File: src/core/irq_arb_pkg.sv
// constants and carrier types for the vectored interrupt arbiter
package irq_arb_pkg;
  localparam int NUM_SRC = 13;
  localparam int ADDR_W = 15;
  localparam logic [14:0] ENTRY_ADDR = 15'h00FF;
  localparam logic [2:0] ACK_TC = 3'h7;
  localparam logic [7:0] VEC_BASE_LO = 8'hE0;
  localparam logic [7:0] BLOCK_LAST_LO = 8'hFF;
  localparam logic [3:0] TRAP_SLOT = 4'hF;
  localparam logic [3:0] DEFAULT_SLOT = 4'h0;
  localparam logic [3:0] TOP_MASK_SLOT = 4'hD;
  localparam logic [12:0] PEND_RST = 13'h0000;
  localparam logic [12:0] EN_RST = 13'h0000;
  localparam logic GIE_RST = 1'b0;

  typedef struct packed {
    logic valid;
    logic [14:0] addr;
  } pc_req_t;

  typedef struct packed {
    logic set_one;
    logic clr_zero;
  } psw_write_t;

  typedef enum logic [1:0] {ST_IDLE, ST_ACK, ST_VEC_HI, ST_VEC_LO} arb_state_t;
endpackage

File: src/core/vectored_interrupt_arbiter.sv
// interrupt acknowledge, enable/pending state and vector selection for the core
`timescale 1ns/1ps
// Summary of operation
// - every acknowledgement jumps to entry 00FF
// - trap ranks highest, default vector lowest
// - thirteen maskable sources with fixed rank, slot
// - per-source enable and pending, event sets pending
// - take maskable at boundary when fully qualified
// - highest-ranked qualified source wins, others wait
// - reset clears pending, enables and global enable
// - enabling an already pending source fires next boundary
// - maskable requests wait for next executed instruction start, traps are taken at once
// - ack clears global enable, pushes, loads entry
// - acknowledgement sequence lasts seven instruction cycles
// - status word write may re-enable for nesting
// - return sets global enable, retakes pending
// - boot ROM suppresses maskable interrupts (traps still taken), keeps global enable
// - vector select jumps through top qualified entry
// - table at top of block, last-address uses next
// - vector is 15 bits, high byte first
// - slots ascend with rank from E0 to FE
// - nothing qualified selects default slot E0
// - winner gives even low byte, high byte kept
// - trap pending set by trap, cleared by reset-opcode
module vectored_interrupt_arbiter #(
  parameter int N_SRC = irq_arb_pkg::NUM_SRC
) (
  input wire logic clk,
  input wire logic rst_n,
  input wire logic tc_tick,
  input wire logic [12:0] src_event,
  input wire logic [12:0] pend_clr,
  input wire logic en_we,
  input wire logic [12:0] en_wdata,
  input wire irq_arb_pkg::psw_write_t psw_write,
  input wire logic boundary,
  input wire logic [14:0] ret_addr,
  input wire logic trap_event,
  input wire logic trap_pending_reset_opcode,
  input wire logic return_from_irq_opcode,
  input wire logic boot_rom_active,
  input wire logic vector_select_opcode,
  input wire logic [14:0] vis_pc,
  input wire logic vec_rd_valid,
  input wire logic [7:0] vec_rd_data,
  output logic vec_rd_req,
  output logic [14:0] vec_rd_addr,
  output irq_arb_pkg::pc_req_t push_req,
  output irq_arb_pkg::pc_req_t pc_load,
  output logic busy,
  output logic global_irq_enable,
  output logic trap_pending_flag,
  output logic [12:0] pending,
  output logic [12:0] enable
);
  import irq_arb_pkg::*;

  // source 0 ranks highest among maskables; slot 0 is the default entry
  function automatic logic [3:0] winner_slot(input logic [12:0] act, input logic trap);
    logic [3:0] s;
    s = DEFAULT_SLOT;
    for (int i = N_SRC - 1; i >= 0; i--) begin
      if (act[i]) begin
        s = TOP_MASK_SLOT - 4'(i);
      end
    end
    if (trap) begin
      s = TRAP_SLOT;
    end
    return s;
  endfunction

  // a select opcode on a block's last byte reads the following block's table
  function automatic logic [14:0] vec_addr(input logic [14:0] pc, input logic [3:0] slot);
    logic [6:0] blk;
    blk = pc[14:8] + {6'h00, (pc[7:0] == BLOCK_LAST_LO)};
    return {blk, VEC_BASE_LO | {3'h0, slot, 1'b0}};
  endfunction

  arb_state_t state, next_state;
  logic [2:0] tc_cnt, next_tc_cnt;
  logic [12:0] next_pending, next_enable;
  logic next_gie, next_trap;
  logic [7:0] vec_hi, next_vec_hi;
  logic [14:0] next_vec_rd_addr;
  pc_req_t next_push, next_load;
  logic [12:0] active;
  logic mask_take, start;

  assign active = pending & enable;
  // qualification is sampled only on the boundary strobe, after any skip
  assign mask_take = boundary && (|active) && global_irq_enable && !trap_pending_flag
    && !boot_rom_active;
  assign start = (state == ST_IDLE) && (mask_take || trap_event);
  assign busy = (state != ST_IDLE);
  assign vec_rd_req = (state == ST_VEC_HI) || (state == ST_VEC_LO);

  always_comb begin
    next_pending = (pending & ~pend_clr) | src_event;
    next_enable = en_we ? en_wdata : enable;
    next_trap = trap_event ? 1'b1 :
      (trap_pending_reset_opcode ? 1'b0 : trap_pending_flag);
    next_gie = global_irq_enable;
    if (start) begin
      next_gie = 1'b0;
    end else if (return_from_irq_opcode || psw_write.set_one) begin
      next_gie = 1'b1;
    end else if (psw_write.clr_zero) begin
      next_gie = 1'b0;
    end
  end

  always_comb begin
    next_state = state;
    next_tc_cnt = tc_cnt;
    next_vec_hi = vec_hi;
    next_vec_rd_addr = vec_rd_addr;
    next_push = '0;
    next_load = '0;
    case (state)
      ST_IDLE: begin
        if (start) begin
          next_state = ST_ACK;
          next_tc_cnt = 3'h0;
          next_push.valid = 1'b1;
          next_push.addr = ret_addr;
        end else if (vector_select_opcode) begin
          next_state = ST_VEC_HI;
          next_vec_rd_addr = vec_addr(vis_pc, winner_slot(active, trap_pending_flag));
        end
      end
      ST_ACK: begin
        if (tc_tick) begin
          next_tc_cnt = tc_cnt + 3'h1;
          if (tc_cnt == ACK_TC - 3'h1) begin
            next_state = ST_IDLE;
            next_load.valid = 1'b1;
            next_load.addr = ENTRY_ADDR;
          end
        end
      end
      ST_VEC_HI: begin
        if (vec_rd_valid) begin
          next_vec_hi = vec_rd_data;
          next_vec_rd_addr = vec_rd_addr + 15'h0001;
          next_state = ST_VEC_LO;
        end
      end
      ST_VEC_LO: begin
        if (vec_rd_valid) begin
          next_load.valid = 1'b1;
          next_load.addr = {vec_hi[6:0], vec_rd_data};
          next_state = ST_IDLE;
        end
      end
      default: begin
        next_state = ST_IDLE;
      end
    endcase
  end

  always_ff @(posedge clk) begin
    if (!rst_n) begin
      pending <= PEND_RST;
      enable <= EN_RST;
      global_irq_enable <= GIE_RST;
      trap_pending_flag <= 1'b0;
    end else begin
      pending <= next_pending;
      enable <= next_enable;
      global_irq_enable <= next_gie;
      trap_pending_flag <= next_trap;
    end
  end

  always_ff @(posedge clk) begin
    if (!rst_n) begin
      state <= ST_IDLE;
      tc_cnt <= 3'h0;
      vec_hi <= 8'h00;
      vec_rd_addr <= 15'h0000;
      push_req <= '0;
      pc_load <= '0;
    end else begin
      state <= next_state;
      tc_cnt <= next_tc_cnt;
      vec_hi <= next_vec_hi;
      vec_rd_addr <= next_vec_rd_addr;
      push_req <= next_push;
      pc_load <= next_load;
    end
  end

  // checking helpers: independent tick count since the acknowledge began
  logic [3:0] hlp_ticks;
  logic hlp_in_ack;
  always_ff @(posedge clk) begin
    if (!rst_n) begin
      hlp_ticks <= 4'h0;
      hlp_in_ack <= 1'b0;
    end else if (start) begin
      hlp_ticks <= 4'h0;
      hlp_in_ack <= 1'b1;
    end else begin
      if (tc_tick && hlp_in_ack) begin
        hlp_ticks <= hlp_ticks + 4'h1;
      end
      if (pc_load.valid) begin
        hlp_in_ack <= 1'b0;
      end
    end
  end
endmodule

File: config.mk
export PLATFORM = sky130hd
export DESIGN_NAME = vectored_interrupt_arbiter
export DESIGN_NICKNAME = d
export VERILOG_FILES = /design/src/core/irq_arb_pkg.sv /design/src/core/vectored_interrupt_arbiter.sv
export SDC_FILE = /design/constraint.sdc
export NUM_CORES = 1
export LEC_CHECK = 0
export BUFFER_PORTS_ARGS = -buffer_cell sky130_fd_sc_hd__buf_2
export CORE_UTILIZATION = 51
export DETAILED_ROUTE_END_ITERATION = 8
export GPL_ROUTABILITY_DRIVEN = 0
export PLACE_DENSITY = 0.85
export SYNTH_ARGS = -nofsm -noshare
export SYNTH_HDL_FRONTEND = slang
export SYNTH_SLANG_ARGS = --single-unit
File: constraint.sdc
create_clock -name clk -period 4.2 [get_ports clk]
set_input_delay 0.42 -clock clk [delete_from_list [all_inputs] [get_ports clk]]
set_output_delay 0.42 -clock clk [all_outputs]
set_load 0.01 [all_outputs]
==> run_results.csv, run 1 <==
group,metric,value,unit
run_status,status,"finished clean",
timing,setup_slack,1.51,ns
place,placedCellCount,662,
place,placed_area,4560,um^2
synthesis,syn_nets,518,
timing,clock_skew,0.0102,ns
die,die_area,7610,um^2
clocking,postCtsSetupRepairBufs,0,
synthesis,ys_ff_latch,87,
clocking,cts_max_level,3,
routing,vias_per_cell,5.56,
worst_hold_path,hp-start,"ret_addr[11]",
timing,tightest_slew,1.17,ns
pwr,peakVddDrop,0.241,mV
layout,syn_to_final_growth,28.5,%
worst_setup_path,crit_path_start_kind,"flop",
clocking,hold_buffers,0,
worst_setup_path,crit_fanout,19,
clocking,numCtsBuffers,9,
worst_setup_path,worstSetupEndpointType,"flop",
die,core,6910,um^2
grt,grt_start_max_net_pins,51,
routing,vias,3763,
synthesis,syn_area,3700,um^2
place,pre_cts_slack,1.65,ns
grt,grt_pass1_vias,3527,
die,dieHeight,87.2,um
routing,postRouteWirelength,9.96,mm
routing,detail-route-antenna-nets,0,
die,rows,30,
routing,avgRoutedWirePerCell,14.7,um
synthesis,ys_types,55,
timing,rsz0062_at_grt,"no",
synthesis,synth_edf_count,0,
die,io_pins,167,
clocking,clkSinkCount,87,
timing,relSlewSlack,0.217,
clocking,ctsResizeCount,0,
grt,grt_pass1_wl,15.6,mm
worst_setup_path,rr_startpoint,"state[1]",
grt,antenna_found_initial,0,
clocking,cts-root-buf,"clkbuf_8",
synthesis,avgSynthCellArea,8.76,um^2
worst_hold_path,hp-class,"in2reg",
worst_setup_path,critPathArrivalTime,2.97,ns
clocking,cts_buffer_depth,2,
worst_setup_path,crit_type,"reg2reg",
layout,finalNonFillerCells,677,
die,initial_core_util,0.536,
pwr,leakagePower,2.26,nW
layout,final_nets,673,
clocking,cts.clk_slew.worst_paths,0.09,ns
synthesis,yosysWarnings,0,
routing,drtIter0Drc,237,
place,portBuffers,166,
synthesis,ys_async_sr_fraction,0,
layout,fin_area,4760,um^2
timing,hold_slack,0.269,ns
timing,tns,0,ns
timing,max_freq,371,MHz
pwr,power.total,1.78,mW
die,fp.dieW,87.2,um
layout,drive_gt1_frac,0.324,
timing,min_period,2.69,ns
worst_setup_path,critPathLaunch,"state[1]",
clocking,insertion_delay,0.34,ns
synthesis,syn_inst,423,
layout,diodes,0,
timing,finalHoldViolations,0,
timing,post-route-period-util,0.641,
grt,grt_overflow,0,
flow_run,drv_cap,0,
timing,setup_viol,0,
routing,drc,0,
synthesis,synth_flop_cell,"dfxtp_1",
layout,utilization,0.689,
worst_setup_path,required,4.47,ns
pwr,power_density,374,nW/um^2
routing,first_pass_iters,5,
synthesis,ys_seq_area_frac,0.470,
timing,slew_violations,0,
place,hpwlAfterDp,7.24,mm
grt,grt_use_total,0.261,
clocking,cts_tree,"done",
==> worst paths after layout <==
| path | endpoint | cells after the start | slack (ns) |
|---|---|---|---|
| worst max-delay path | vec_rd_addr[0] | 4 | 1.51 |
| worst min register to register | vec_hi[0] | 2 | 0.45 |
| worst min-delay path | push_req[11] | 2 | 0.27 |
| worst max register to register | vec_rd_addr[0] | 4 | 1.51 |
==> synthesized netlist by cell type, types with 3 or more instances <==
master    instances  share of area
a31oi_1          11          0.019
a22oi_1           5          0.010
o21ai_0          12          0.016
nor2_1           40          0.041
a211oi_1          5          0.010
and2_1           16          0.027
xnor2_1           3         0.0071
nand2_1          39          0.040
nand3_1          16          0.022
nor3_1            4         0.0054
ha_1              5          0.017
buf_1             3         0.0030
nand4_1           7          0.012
a32oi_1           3         0.0071
a311oi_1          4         0.0095
xor2_1            3         0.0071
and4_1            3         0.0071
clkbuf_1         19          0.019
a41oi_1           3         0.0071
dfxtp_1          87           0.47
nand2b_1          5         0.0084
and3_1           12          0.020
o311ai_0          8          0.019
nor4_1            3         0.0051
o31ai_1           3         0.0061
mux2i_1          13          0.035
inv_1            20          0.020
a21oi_1          39          0.053
==> metal layers <==
layer	GRT usage	vias to the layer above	part of all wire
li1	-	1850	-
met1	0.320	1659	0.41
met2	0.442	230	0.48
met3	0.0559	24	0.088
met4	0.118	0	0.021
met5	0	-	0
==> critical path: stages, from the launching register on <==
cell     delay, ns
dfxtp_1       0.71
nor2b_1       0.99
nand2_1       0.43
or3_1         0.41
o21ai_0       0.07
==> area by class of cell <==
type | instances | area, um^2
Fill cell | 602 | 2140
Multi-Input combinational cell | 292 | 1790
Clock buffer | 10 | 138
Sequential cell | 87 | 1740
Clock inverter | 4 | 55.1
Tap cell | 96 | 120
Inverter | 20 | 75.1
Timing Repair Buffer | 168 | 843
==> power breakdown <==
part	total, mW	leakage [nW]	internal, mW	switching (mW)
Combinational	0.277	1.46	0.122	0.155
Sequential	0.926	0.712	0.869	0.0575
Clock	0.578	0.0948	0.288	0.290
==> cells by family after synthesis <==
group / Yosys count / share of synthesized area
muxes: 13 / 0.0351
DFF: 87 / 0.470
and+or+nand+nor: 156 / 0.213
AOI/OAI and AO/OA: 112 / 0.204
adders and majority gates: 5 / 0.0169
buffers and inverters: 44 / 0.0469
xor gates and xnor gates: 6 / 0.0142
==> registers in the layout, indices dropped and copies added (netlist names) <==
register / cells
push_req: 16
vec_hi: 7
state: 2
vec_rd_addr: 15
enable: 13
global_irq_enable: 1
pending: 13
pc_load: 16
tc_cnt: 3
trap_pending_flag: 1
==> layout by cell type (no fill, tap or decap), types with 2 or more instances in the layout <==
master / n
buf_2: 167
dfxtp_1: 87
nor2_1: 40
nand2_1: 39
a21oi_1: 39
inv_1: 20
nand3_1: 16
and2_1: 16
mux2i_1: 13
o21ai_0: 12
and3_1: 12
a31oi_1: 11
clkbuf_8: 10
o311ai_0: 8
nand4_1: 7
nand2b_1: 5
a22oi_1: 5
a211oi_1: 5
ha_1: 5
a311oi_1: 4
nor3_1: 4
a32oi_1: 3
xor2_1: 3
and4_1: 3
a41oi_1: 3
nor4_1: 3
xnor2_1: 3
o31ai_1: 3
o211ai_1: 2
o22ai_1: 2
or3_1: 2
o311a_1: 2
nand4b_1: 2
Note: power is estimated with default switching activity, not from simulation.
==> run 2, diff against run 1 <==
--- a/config.mk
+++ b/config.mk
@@ -5,11 +5,12 @@
 export SDC_FILE = /design/constraint.sdc
 export NUM_CORES = 1
 export LEC_CHECK = 0
+export ABC_AREA = 1
 export BUFFER_PORTS_ARGS = -buffer_cell sky130_fd_sc_hd__buf_2
-export CORE_UTILIZATION = 51
+export CORE_UTILIZATION = 47
 export DETAILED_ROUTE_END_ITERATION = 8
 export GPL_ROUTABILITY_DRIVEN = 0
-export PLACE_DENSITY = 0.85
+export PLACE_DENSITY = 0.79
 export SYNTH_ARGS = -nofsm -noshare
 export SYNTH_HDL_FRONTEND = slang
 export SYNTH_SLANG_ARGS = --single-unit
==> constraint.sdc (replaced) <==
create_clock -name clk -period 2.5 [get_ports clk]
set_input_delay 0.25 -clock clk [delete_from_list [all_inputs] [get_ports clk]]
set_output_delay 0.25 -clock clk [all_outputs]
set_load 0.01 [all_outputs]
==> run_results.csv, run 2 <==
group,metric,value,unit
run_status,status,"finished clean",
layout,drive_gt1_frac,0.345,
die,rows,32,
routing,first_pass_iters,5,
clocking,ctsResizeCount,0,
routing,avgRoutedWirePerCell,12.5,um
worst_setup_path,crit_end,"vec_rd_addr[8]",
clocking,cts.clk_slew.worst_paths,0.09,ns
timing,tightest_slew,0.599,ns
place,placedCellCount,752,
routing,detail-route-antenna-nets,0,
timing,min_period,1.89,ns
timing,clock_skew,0.0126,ns
die,die_area,8360,um^2
grt,grt_pass1_vias,3711,
worst_setup_path,reg2reg_depth,8,
timing,finalHoldViolations,0,
clocking,cts-root-buf,"clkbuf_8",
worst_setup_path,crit_chain,"inv_1 > nand2_2 > clkinv_2 > nand2_1 > nand2_4 > nor2_8 > o21ai_1 > a21oi_1",
synthesis,ys_ff_latch,87,
timing,relSlewSlack,0.599,
worst_setup_path,crit_path_start_kind,"flop",
timing,tns,0,ns
worst_setup_path,path_delay_family,"simple AND/OR/NAND/NOR gates",
layout,diodes,0,
worst_setup_path,cp_slowest_stage_delay,0.36,ns
synthesis,yosysTopAreaCell,"dfxtp_1",
routing,postRouteWirelength,9.58,mm
place,pre_cts_slack,0.660,ns
worst_setup_path,worstSetupEndpointType,"flop",
synthesis,yosysWarnings,0,
worst_hold_path,whs_path_depth,3,
synthesis,ys_async_sr_fraction,0,
grt,antenna_found_initial,0,
pwr,leakagePower,2.52,nW
worst_setup_path,critPathLaunch,"state[0]",
synthesis,syn_nets,593,
routing,drtIter0Drc,149,
die,fp.dieW,91.4,um
worst_setup_path,critPathArrivalTime,2.17,ns
worst_setup_path,rrSetupSlack,0.61,ns
worst_setup_path,path_depth,8,
worst_setup_path,r2r_end,"vec_rd_addr[8]",
synthesis,syn_area,3760,um^2
pwr,power.total,4.02,mW
grt,grt_start_max_net_pins,29,
worst_hold_path,hp-class,"in2reg",
clocking,clkSinkCount,87,
layout,largest_registers,"pc_load x16, push_req x16, vec_rd_addr x15",
place,portBuffers,166,
synthesis,yosysMostFrequentCell,"nor2_1",
clocking,cts_tree,"done",
synthesis,post_synth_most_frequent_cells,"nor2_1, dfxtp_1, nand2_1",
grt,grt_overflow,0,
synthesis,synth.top_cell.area_share,0.463,
layout,layout_commonest_cell,"buf_2",
worst_setup_path,crit_type,"reg2reg",
timing,max_freq,530,MHz
worst_setup_path,slowest_stage,"dfxtp_1",
timing,setup_slack,0.612,ns
clocking,insertion_delay,0.36,ns
synthesis,ys_types,39,
flow_run,drv_cap,0,
layout,syn_to_final_growth,29.9,%
worst_setup_path,crit_fanout,15,
synthesis,ys_seq_area_frac,0.463,
synthesis,syn_inst,498,
pwr,peakVddDrop,0.484,mV
worst_setup_path,rr_startpoint,"state[0]",
die,io_pins,167,
die,core,7730,um^2
routing,vias_per_cell,4.95,
clocking,hold_buffers,0,
timing,setup_viol,0,
clocking,cts_buffer_depth,2,
worst_setup_path,required,2.78,ns
grt,grt_use_total,0.237,
layout,utilization,0.632,
clocking,postCtsSetupRepairBufs,0,
synthesis,avgSynthCellArea,7.55,um^2
clocking,cts_max_level,3,
synthesis,synth_flop_cell,"dfxtp_1",
timing,slew_violations,0,
clocking,numCtsBuffers,9,
place,hpwlAfterDp,7.11,mm
layout,final_cell_mix,"buf_2, nor2_1, dfxtp_1",
grt,grt_pass1_wl,15.8,mm
routing,drc,0,
timing,rsz0062_at_grt,"no",
synthesis,synth_area_leaders,"dfxtp_1, nor2_1, nand2_1",
layout,finalNonFillerCells,768,
pwr,power_density,823,nW/um^2
die,dieHeight,91.4,um
worst_setup_path,worst-path-buf-inv,2,
layout,final_nets,756,
synthesis,synth_edf_count,0,
die,initial_core_util,0.487,
routing,vias,3799,
timing,post-route-period-util,0.755,
[run 2: cell count changes in the layout (fill, tap and decap cells not counted), moves of 14 or more]
cell,delta
inv_1,+35
nor2_1,+52
o21ai_0,+14
nand2_1,+33
and2_1,-16
[run 2: report_power, final]
part | internal (mW) | leakage (nW) | switching [mW]
registers | 1.58 | 0.714 | 0.197
clock network | 0.486 | 0.105 | 0.549
logic | 0.459 | 1.70 | 0.749
total | 2.52 | 2.52 | 1.49
[run 2: cells by family after synthesis]
group           Yosys count  share of synthesized area
simple gates            225                      0.274
compound gates           93                      0.142
flops                    87                      0.463
buf+inv                  80                     0.0859
xor+xnor                  8                     0.0186
fa+ha+maj                 5                     0.0166
[run 2: per-layer routing]
metal,vias to the layer above,part of all wire,global-route usage,wire length [um]
li1,1913,-,-,-
met1,1729,0.43,0.272,4100
met2,141,0.49,0.424,4730
met3,16,0.061,0.0528,589
met4,0,0.017,0.0899,161
met5,-,0,0,0
[run 2: worst min path at each step]
stage                  from            to  slack (ns)
5_1_grt        ret_addr[13]  push_req[13]        0.07
4_1_cts        ret_addr[10]  push_req[10]        0.08
6_report       ret_addr[10]  push_req[10]        0.09
3_5_place_dp      vec_hi[0]    pc_load[8]        0.44
3_3_place_gp      vec_hi[0]    pc_load[8]        0.44
2_1_floorplan   ret_addr[0]   push_req[0]        0.36
[run 2: cell type report]
cell class	count	area (um^2)
fill	705	2840
tap	102	128
timing repair buffer	169	866
clock inverter	7	91.3
inverter	63	238
clock buffer	9	124
multi-input combinational	331	1700
sequential	87	1740
[run 2: worst min-delay path, delay by kind of cell]
| family | cells | cell delay [ns] |
|---|---|---|
| buffers and inverters | 2 | 0.13 |
| and+or+nand+nor | 1 | 0.03 |
[run 2: through the flow]
step	area (um^2)	hold slack, ns
5_1_grt	4880	0.0739
3_5_place_dp	4670	0.441
2_1_floorplan	3760	0.362
4_1_cts	4880	0.0775
3_3_place_gp	4670	0.437
6_report	4880	0.0934
